## src/hdl/ckm_pkg.sv

```systemverilog
/*
  Package for the capacitive key scan block: register indices, field
  positions, reset values, measurement timing and the carrier structs.
  Assumes a single 125 MHz clock and an APB register bus with 32-bit data.
*/
package ckm_pkg;

  localparam int unsigned N_MODULES      = 6;
  localparam int unsigned KEYS_PER_MOD   = 4;
  localparam int unsigned REGS_PER_MOD   = 6;

  // Register index within a module; byte address = 4 * (module * 8 + index).
  localparam logic [2:0] IDX_COUNT_HIGH  = 3'h0;
  localparam logic [2:0] IDX_COUNT_LOW   = 3'h1;
  localparam logic [2:0] IDX_KEY_SELECT  = 3'h2;
  localparam logic [2:0] IDX_PIN_FUNC    = 3'h3;
  localparam logic [2:0] IDX_START_CTRL  = 3'h4;
  localparam logic [2:0] IDX_OVF_SETUP   = 3'h5;
  localparam logic [2:0] IDX_IRQ_MASK    = 3'h6;

  // Global registers placed above the module banks.
  localparam logic [5:0] IDX_IRQ_STATUS  = 6'h30;
  localparam logic [5:0] IDX_IRQ_ENABLE  = 6'h31;

  // Field positions.
  localparam int unsigned KSEL_LSB       = 6;
  localparam int unsigned KEN_LSB        = 4;
  localparam int unsigned KFN_LSB        = 0;
  localparam int unsigned ST_COUNT_ON    = 7;
  localparam int unsigned ST_START       = 5;
  localparam int unsigned ST_REF_ON      = 4;
  localparam int unsigned ST_SLOT_CLR    = 3;
  localparam int unsigned ST_COUNT_CLR   = 2;
  localparam int unsigned ST_SRC_SENSE   = 0;
  localparam int unsigned OV_SLOT        = 5;
  localparam int unsigned OV_COUNT       = 4;

  // Reset values and writable masks.
  localparam logic [7:0] RST_REG8        = 8'h00;
  localparam logic [7:0] START_WMASK     = 8'hbd;
  localparam logic [7:0] OVSET_WMASK     = 8'h17;
  localparam logic [5:0] KSEL_FILL       = 6'h18;

  // Time slot length is 64 << sel reference cycles; reference clock is the
  // system clock divided down by a fixed prescaler.
  localparam int unsigned SLOT_BASE_LOG2 = 6;
  localparam int unsigned REF_DIV        = 4;
  localparam logic [12:0] SLOT_CNT_RST   = 13'h0000;

  typedef struct packed {
    logic [1:0] key_sel;
    logic [3:0] key_en;
    logic [3:0] key_fn;
    logic       count_on;
    logic       ref_on;
    logic       src_sense;
    logic       start;
    logic       count_clr;
    logic       slot_clr;
    logic [2:0] slot_sel;
  } ckm_ctrl_s;

  typedef struct packed {
    logic [15:0] count;
    logic        running;
    logic        count_ovf;
    logic        slot_ovf;
    logic        slot_done;
  } ckm_stat_s;

endpackage : ckm_pkg

```

## src/hdl/ckm_key_module.sv

```systemverilog
/*
  One key module: four-key selector, pin function outputs, a 16-bit sense
  cycle counter and the time slot counter.
  Assumes sense oscillator edges arrive as one-cycle pulses synchronous to clock.
*/
`timescale 1ns/100ps
module ckm_key_module (
  // Clock and reset
  input  wire logic              clock,
  input  wire logic              rst,
  // Controls
  input  wire ckm_pkg::ckm_ctrl_s ctrl,
  input  wire logic              ovf_clr,
  // Pads
  input  wire logic [3:0]        sense_pulse,
  output logic      [3:0]        touch_mode,
  // Status
  output ckm_pkg::ckm_stat_s     stat
);

  logic [15:0] count_reg;
  logic [12:0] slot_reg;
  logic [2:0]  pre_reg;
  logic        start_d_reg;
  logic        run_reg;
  logic        cov_reg;
  logic        done_reg;
  logic        sel_pulse;
  logic        ref_tick;
  logic [12:0] slot_len;

  // key routing
  // selector enable gate
  assign sel_pulse = sense_pulse[ctrl.key_sel] & ctrl.key_en[ctrl.key_sel]
                     & ctrl.key_fn[ctrl.key_sel];
  assign ref_tick  = (pre_reg == 3'(ckm_pkg::REF_DIV - 1));
  assign slot_len  = 13'(13'h1 << (ckm_pkg::SLOT_BASE_LOG2 + ctrl.slot_sel));

  // pin function
  always_ff @(posedge clock) begin
    if (rst) touch_mode <= 4'h0;
    else     touch_mode <= ctrl.key_fn;
  end

  // start edge
  always_ff @(posedge clock) begin
    if (rst) begin
      start_d_reg <= 1'b0;
      run_reg     <= 1'b0;
      pre_reg     <= 3'h0;
      slot_reg    <= ckm_pkg::SLOT_CNT_RST;
      done_reg    <= 1'b0;
    end else begin
      start_d_reg <= ctrl.start;
      done_reg    <= 1'b0;
      pre_reg     <= (ref_tick || !run_reg) ? 3'h0 : pre_reg + 3'h1;
      if (ctrl.slot_clr) begin
        slot_reg <= ckm_pkg::SLOT_CNT_RST;
        run_reg  <= 1'b0;
      end else if (ctrl.start && !start_d_reg && ctrl.ref_on) begin
        slot_reg <= ckm_pkg::SLOT_CNT_RST;
        run_reg  <= 1'b1;
      end else if (run_reg && ref_tick) begin
        // interval end
        if (slot_reg == slot_len - 13'h1) begin
          run_reg  <= 1'b0;
          done_reg <= 1'b1;
        end
        slot_reg <= slot_reg + 13'h1;
      end
    end
  end

  // clear control
  // count only
  always_ff @(posedge clock) begin
    if (rst) begin
      count_reg <= 16'h0000;
      cov_reg   <= 1'b0;
    end else begin
      cov_reg <= 1'b0;
      if (ctrl.count_clr) count_reg <= 16'h0000;
      else if (run_reg && ctrl.count_on) begin
        if (ctrl.src_sense ? sel_pulse : ref_tick) begin
          count_reg <= count_reg + 16'h1;
          // counter overflow
          cov_reg   <= (count_reg == 16'hffff);
        end
      end
    end
  end

  always_comb begin
    stat.count     = count_reg;
    stat.running   = run_reg;
    stat.count_ovf = cov_reg;
    stat.slot_ovf  = done_reg;
    stat.slot_done = done_reg;
  end

endmodule : ckm_key_module

```

## src/hdl/ckm_top.sv

```systemverilog
/*
  Capacitive key scan block: six key modules behind an APB slave, with
  sticky interrupt status, an enable mask and one level interrupt.
  Assumes APB signals synchronous to clock and synchronous active-high reset.
*/
// The APB slave port and the register offsets were chosen for this implementation.
// Behaviour
// Six modules M0..M5 of four keys, each with own control logic.
// Each module has six registers: two count bytes, four controls.
// Counter high byte readable, read-only, zero after reset.
// Counter low byte readable, read-only, zero after reset.
// Selector bits 7:6 of control zero route one of four keys.
// Software writes 011000 into low six bits of control zero.
// Control one bits 7:4 enable each key selector path.
// Control one bits 3:0 give each pin to I/O or touch.
// Pins map in module order, port B low through port D high.
// Start bit rising edge starts oscillators and time slot counter; here the slot counter also needs ref_on, pads run in touch mode.
// Count sense cycles over fixed interval, interrupt at its end.
// Clearing the counter needs its clear bit set then cleared.
// Each module flags counter overflow and time slot overflow.
// Count byte writes ignored; only counting or clear change them.
`timescale 1ns/100ps
module ckm_top (
  // Clock and reset
  input  wire logic        clock,
  input  wire logic        rst,
  // APB slave
  input  wire logic        psel,
  input  wire logic        penable,
  input  wire logic        pwrite,
  input  wire logic [7:0]  paddr,
  input  wire logic [31:0] pwdata,
  output logic             pready,
  output logic [31:0]      prdata,
  output logic             pslverr,
  // Touch pads: port B 0..7, C 0..7, D 0..7
  input  wire logic [23:0] sense_pulse,
  output logic      [23:0] touch_mode,
  // Interrupt
  output logic             irq
);

  //////////////////////////////////////////////////////////////////////////////
  localparam int unsigned NM = ckm_pkg::N_MODULES;

  logic [7:0]  key_select_control_reg   [NM];
  logic [7:0]  pin_function_control_reg [NM];
  logic [7:0]  counter_start_control_reg[NM];
  logic [7:0]  overflow_status_setup_reg[NM];
  logic [11:0] irq_status_reg;
  logic [11:0] irq_enable_reg;
  logic [11:0] irq_event;
  logic [11:0] irq_clear;
  logic [3:0]  mod_touch [NM];
  ckm_pkg::ckm_ctrl_s ctrl [NM];
  ckm_pkg::ckm_stat_s stat [NM];

  logic        acc;
  logic        wr;
  logic [5:0]  word;
  logic [2:0]  sub;
  logic [2:0]  mod;
  logic        mod_hit;

  assign acc     = psel & penable;
  assign wr      = acc & pwrite;
  assign word    = paddr[7:2];
  assign sub     = word[2:0];
  assign mod     = word[5:3];
  assign mod_hit = (mod < 3'(NM)) && (sub <= ckm_pkg::IDX_OVF_SETUP);

  function automatic logic [7:0] wmask(input logic [7:0] old, input logic [7:0] nw,
                                       input logic [7:0] m);
    wmask = (old & ~m) | (nw & m);
  endfunction : wmask

  //////////////////////////////////////////////////////////////////////////////
  // module replication
  // pin ordering
  for (genvar g = 0; g < NM; g++) begin : g_mod
    always_comb begin
      ctrl[g].key_sel   = key_select_control_reg[g][ckm_pkg::KSEL_LSB +: 2];
      ctrl[g].key_en    = pin_function_control_reg[g][ckm_pkg::KEN_LSB +: 4];
      ctrl[g].key_fn    = pin_function_control_reg[g][ckm_pkg::KFN_LSB +: 4];
      ctrl[g].count_on  = counter_start_control_reg[g][ckm_pkg::ST_COUNT_ON];
      ctrl[g].ref_on    = counter_start_control_reg[g][ckm_pkg::ST_REF_ON];
      ctrl[g].src_sense = counter_start_control_reg[g][ckm_pkg::ST_SRC_SENSE];
      ctrl[g].start     = counter_start_control_reg[g][ckm_pkg::ST_START];
      ctrl[g].count_clr = counter_start_control_reg[g][ckm_pkg::ST_COUNT_CLR];
      ctrl[g].slot_clr  = counter_start_control_reg[g][ckm_pkg::ST_SLOT_CLR];
      ctrl[g].slot_sel  = overflow_status_setup_reg[g][2:0];
    end

    ckm_key_module u_mod (
      .clock       (clock),
      .rst         (rst),
      .ctrl        (ctrl[g]),
      .ovf_clr     (1'b0),
      .sense_pulse (sense_pulse[4*g +: 4]),
      .touch_mode  (mod_touch[g]),
      .stat        (stat[g])
    );

    assign touch_mode[4*g +: 4] = mod_touch[g];
    // two events each
    // slot end event
    assign irq_event[2*g]   = stat[g].slot_ovf;
    assign irq_event[2*g+1] = stat[g].count_ovf;
  end

  //////////////////////////////////////////////////////////////////////////////
  // per-module registers
  // low bits kept as written
  always_ff @(posedge clock) begin
    if (rst) begin
      for (int i = 0; i < NM; i++) begin
        key_select_control_reg[i]    <= ckm_pkg::RST_REG8;
        pin_function_control_reg[i]  <= ckm_pkg::RST_REG8;
        counter_start_control_reg[i] <= ckm_pkg::RST_REG8;
      end
    end else if (wr && mod_hit) begin
      case (sub)
        ckm_pkg::IDX_KEY_SELECT: key_select_control_reg[mod]   <= pwdata[7:0];
        ckm_pkg::IDX_PIN_FUNC:   pin_function_control_reg[mod] <= pwdata[7:0];
        ckm_pkg::IDX_START_CTRL: counter_start_control_reg[mod] <=
          wmask(counter_start_control_reg[mod], pwdata[7:0], ckm_pkg::START_WMASK);
        // count bytes read-only
        default: ;
      endcase
    end
  end

  // The count overflow flag in the setup register is set by hardware, the set wins; the slot bit tracks the running slot.
  always_ff @(posedge clock) begin
    if (rst) begin
      for (int i = 0; i < NM; i++) overflow_status_setup_reg[i] <= ckm_pkg::RST_REG8;
    end else begin
      for (int i = 0; i < NM; i++) begin
        logic [7:0] v;
        v = overflow_status_setup_reg[i];
        if (wr && mod_hit && sub == ckm_pkg::IDX_OVF_SETUP && mod == 3'(i))
          v = wmask(v, pwdata[7:0], ckm_pkg::OVSET_WMASK);
        if (ctrl[i].start && !stat[i].running) v[ckm_pkg::OV_SLOT] = 1'b0;
        if (stat[i].running) v[ckm_pkg::OV_SLOT] = 1'b1;
        if (stat[i].slot_ovf) v[ckm_pkg::OV_SLOT] = 1'b0;
        if (stat[i].count_ovf) v[ckm_pkg::OV_COUNT] = 1'b1;
        overflow_status_setup_reg[i] <= v;
      end
    end
  end

  //////////////////////////////////////////////////////////////////////////////
  // Interrupt status: write one to clear, event wins over clear.
  assign irq_clear = (wr && word == ckm_pkg::IDX_IRQ_STATUS) ? pwdata[11:0] : 12'h000;

  always_ff @(posedge clock) begin
    if (rst) irq_status_reg <= 12'h000;
    else     irq_status_reg <= (irq_status_reg & ~irq_clear) | irq_event;
  end

  always_ff @(posedge clock) begin
    if (rst) irq_enable_reg <= 12'h000;
    else if (wr && word == ckm_pkg::IDX_IRQ_ENABLE) irq_enable_reg <= pwdata[11:0];
  end

  always_ff @(posedge clock) begin
    if (rst) irq <= 1'b0;
    else     irq <= |(((irq_status_reg & ~irq_clear) | irq_event) & irq_enable_reg);
  end

  //////////////////////////////////////////////////////////////////////////////
  // Count bytes are read live, so software should read them once the slot has ended.
  // APB answers in the access phase's first cycle: ready registered from setup.
  always_ff @(posedge clock) begin
    if (rst) begin
      pready  <= 1'b0;
      pslverr <= 1'b0;
      prdata  <= 32'h0000_0000;
    end else begin
      pready  <= psel & ~penable;
      pslverr <= psel & ~penable & ~mod_hit & (word != ckm_pkg::IDX_IRQ_STATUS)
                 & (word != ckm_pkg::IDX_IRQ_ENABLE);
      prdata  <= 32'h0000_0000;
      if (psel && !penable && !pwrite) begin
        if (word == ckm_pkg::IDX_IRQ_STATUS)      prdata <= {20'h00000, irq_status_reg};
        else if (word == ckm_pkg::IDX_IRQ_ENABLE) prdata <= {20'h00000, irq_enable_reg};
        else if (mod_hit) begin
          case (sub)
            // high byte
            ckm_pkg::IDX_COUNT_HIGH: prdata <= {24'h000000, stat[mod].count[15:8]};
            // low byte
            ckm_pkg::IDX_COUNT_LOW:  prdata <= {24'h000000, stat[mod].count[7:0]};
            ckm_pkg::IDX_KEY_SELECT: prdata <= {24'h000000, key_select_control_reg[mod]};
            ckm_pkg::IDX_PIN_FUNC:   prdata <= {24'h000000, pin_function_control_reg[mod]};
            ckm_pkg::IDX_START_CTRL: prdata <= {24'h000000, counter_start_control_reg[mod]};
            ckm_pkg::IDX_OVF_SETUP:  prdata <= {24'h000000, overflow_status_setup_reg[mod]};
            default:                 prdata <= 32'h0000_0000;
          endcase
        end
      end
    end
  end

endmodule : ckm_top

```

## config.mk

```make
export PLATFORM = sky130hd
export DESIGN_NAME = ckm_top
export DESIGN_NICKNAME = d
export VERILOG_FILES = /design/src/hdl/ckm_pkg.sv /design/src/hdl/ckm_key_module.sv /design/src/hdl/ckm_top.sv
export SDC_FILE = /design/constraint.sdc
export NUM_CORES = 1
export LEC_CHECK = 0
export BUFFER_PORTS_ARGS = -buffer_cell sky130_fd_sc_hd__buf_2
export CAP_MARGIN = 5
export CORE_AREA = 2 2 252 254
export CTS_BUF_LIST = sky130_fd_sc_hd__clkbuf_4 sky130_fd_sc_hd__clkbuf_8
export CTS_CLUSTER_SIZE = 25
export DETAILED_ROUTE_END_ITERATION = 10
export DIE_AREA = 0 0 254 256
export SLEW_MARGIN = 20
export SYNTH_ARGS = -nofsm -noshare
export SYNTH_HDL_FRONTEND = slang
export SYNTH_SLANG_ARGS = --single-unit
```

## constraint.sdc

```tcl
create_clock -name clock -period 3.3 [get_ports clock]
set_input_delay 0.165 -clock clock [delete_from_list [all_inputs] [get_ports clock]]
set_output_delay 0.165 -clock clock [all_outputs]
set_load 0.03 [all_outputs]
```

==> key figures <==
Die
  – Die width: 254 µm
  – Die Footprint: 65,000 µm²
  – Die Y: 256 µm
  – IO Count: 128
  – Core area: 62,400 µm²
  – Initial Utilization: 0.396
  – Row count: 92

Worst setup path
  – WP data required: 3930 ps
  – CP max FO: 14
  – CP cell instances: inv_1, ha_1, nand4_1, ha_1, nor3b_1, a21oi_1, o32ai_1, xor2_1, or4_1, nor2_1
  – Worst setup SP type: flop
  – Most used cell, CP: ha_1
  – Critical path class: reg -> reg
  – Critical Path AT: 3540 ps
  – Slowest-stage cell, CP: ha_1
  – CP max stage delay: 550 ps
  – Crit end category: flop

Detailed routing
  – DRC: 0
  – DR iter-0 viols: 1,872
  – Via density: 5.54
  – Post-DRT Antenna Nets: 0
  – Vias: 20.0k
  – Wirelength, routed: 73,400 µm
  – Avg WL per Cell: 20.3 µm
  – Drt pass-1 iters: 6

Clocking
  – # Post-CTS Setup Buffers: 0
  – Root Buffer: clkbuf_8
  – H-tree depth: 3
  – CTS tree: built
  – Clock buffer depth: 3
  – Worst-path clk slew: 60 ps
  – Cts bufs inserted: 86
  – Clock Latency Late Sink: 720 ps
  – Clock sink count: 499

STA
  – Total negative setup slack: 0 ps
  – RSZ-0062 raised after global routing: false
  – Setup-failing EPs final: 0
  – Max Slew Vio Count: 0
  – Layout Skew: 49.9 ps
  – Slew @ Worst Pin: 752 ps
  – Period utilization: 0.881
  – Max-slew headroom: 0.484
  – Worst hold slack: 211 ps
  – Crit path time final: 2910 ps
  – Endpoints failing hold: 0
  – Fmax: 344 MHz

Global routing
  – Met2 usage: 0.352
  – First-pass GRT wire length: 112,000 µm
  – Vias in the first global route: 19.3k
  – Grt met1 use: 0.297
  – Total track usage: 0.224
  – Initial antenna violation count: 5
  – Met3 usage: 0.0585
  – GRT busiest layer: met2
  – Gr ovfl total: 0
  – Largest net degree at the start of global routing: 56

Finish
  – Fin cells: 3,614
  – Layout cells sized above 1: 0.142
  – Max FFs per register: 96
  – Synthesis-to-layout area growth: 14.4%
  – Fill count: 6,009
  – Final #Nets: 2,821

Power and ir drop
  – PD cells: 476 nW/µm²
  – Leakage power: 10.2 nW
  – Pwr Total: 13.5 mW
  – Worst VDD drop: 0.000450 V

Placement
  – Input/output buffers: 85
  – DP Wirelength: 53,600 µm
  – RePlAce Congestion: 0.947
  – Cell Count Post-Placement: 3,434

Yosys
  – Synth cell types: 86
  – Post-synth EDFFs: 190
  – Cell count after synthesis: 2,537
  – Post-synth top flop: dfxtp_1
  – Synthesized cell area: 24,700 µm²
  – Seq cells post-synth: 499
  – Yosys warns: 0
  – Ys async rst share: 0
  – Register area share after synthesis: 0.481
  – Syn Area/Cell: 9.75 µm²

Run
  – Max-Cap Viols: 0

Status
  – Outcome: finished, final reports clean

Worst hold path
  – Worst Hold Class: in -> reg
worst paths after layout:
check / start / slack [ps] / end / cells after the start
setup reg to reg: overflow_status_setup_reg[2][2] / 390 / g_mod[2].u_mod.done_reg / 10
hold reg to reg: g_mod[2].u_mod.pre_reg[0] / 420 / g_mod[2].u_mod.pre_reg[0] / 1
hold / removal: paddr[2] / 210 / irq_status_reg[0] / 6
setup / recovery: overflow_status_setup_reg[2][2] / 390 / g_mod[2].u_mod.done_reg / 10
power by group:
part           switching (mW)  internal (mW)
Sequential             0.0887           6.53
Combinational           0.560          0.256
Clock                    2.62           3.42
Total                    3.27           10.2
logic make-up (layout without fill, tap and decap cells):
kind of cell               Yosys count  after routing  synth area share
other                                1             70          0.000152
and+or+nand+nor                   1051           1051             0.208
DFF                                499            499             0.481
muxes                              131            131            0.0770
adders and majority gates           56             56            0.0283
AOI/OAI and AO/OA                  368            368            0.0951
buffers and inverters              238            400            0.0421
xor gates and xnor gates           193            193            0.0683
critical path: cells and delay by family, from the launching register on:
family | cells | cell delay (ps)
DFF | 1 | 390
xor gates and xnor gates | 1 | 130
buffers and inverters | 1 | 120
AOI/OAI and AO/OA | 2 | 350
and+or+nand+nor | 4 | 1010
adders and majority gates | 2 | 860
through the flow:
stage	util	setup slack, ps	cell area, µm²
after floorplan	-	251	25000
after global placement	0.420	489	26200
after detailed placement	0.420	398	26200
after CTS	0.453	404	28300
after global routing	0.454	24.5	28300
final	0.454	392	28300
synth_stat cells (63+ instances only):
library cell,instances,share of area
a21oi_1,122,0.025
clkbuf_1,90,0.014
dfxtp_1,309,0.25
edfxtp_1,190,0.23
inv_1,76,0.012
mux2i_1,70,0.028
nand2_1,184,0.028
nand3_1,84,0.017
nor2_1,389,0.059
nor3_1,63,0.013
xnor2_1,115,0.041
xor2_1,78,0.028
area by class of cell:
| cell class | instances | area [µm²] | area share |
|---|---|---|---|
| Clock inverter | 14 | 166 | 0.00588 |
| Timing Repair Buffer | 166 | 1120 | 0.0396 |
| Inverter | 78 | 293 | 0.0103 |
| Tap cell | 846 | 1060 | 0.0374 |
| Antenna cell | 4 | 10.0 | 0.000354 |
| Multi-Input combinational cell | 1865 | 12100 | 0.426 |
| Sequential cell | 499 | 11900 | 0.420 |
| Clock buffer | 142 | 1700 | 0.0600 |
cell usage in the layout, fill, tap and decap left out, types with 78 or more instances in the layout:
| master | netlist | layout |
|---|---|---|
| a21oi_1 | 122 | 122 |
| buf_2 | 29 | 82 |
| clkbuf_8 | 0 | 101 |
| dfxtp_1 | 309 | 309 |
| edfxtp_1 | 190 | 190 |
| nand2_1 | 184 | 184 |
| nand3_1 | 84 | 84 |
| nor2_1 | 389 | 389 |
| xnor2_1 | 115 | 115 |
| xor2_1 | 78 | 78 |
metal layers:
layer / wire [µm] / share of wire
met1: 31000 / 0.42
met2: 33100 / 0.45
met3: 6890 / 0.094
met4: 2400 / 0.033
met5: 12 / 0.00016
repair_timing:
action                                  4_1_cts  5_1_grt
resized for setup                             0        1
hold buffers                                 20        0
endpoints found under the setup margin        0        1
endpoints found under the hold margin        53        0
No activity file was read; power rests on OpenSTA's default activity.
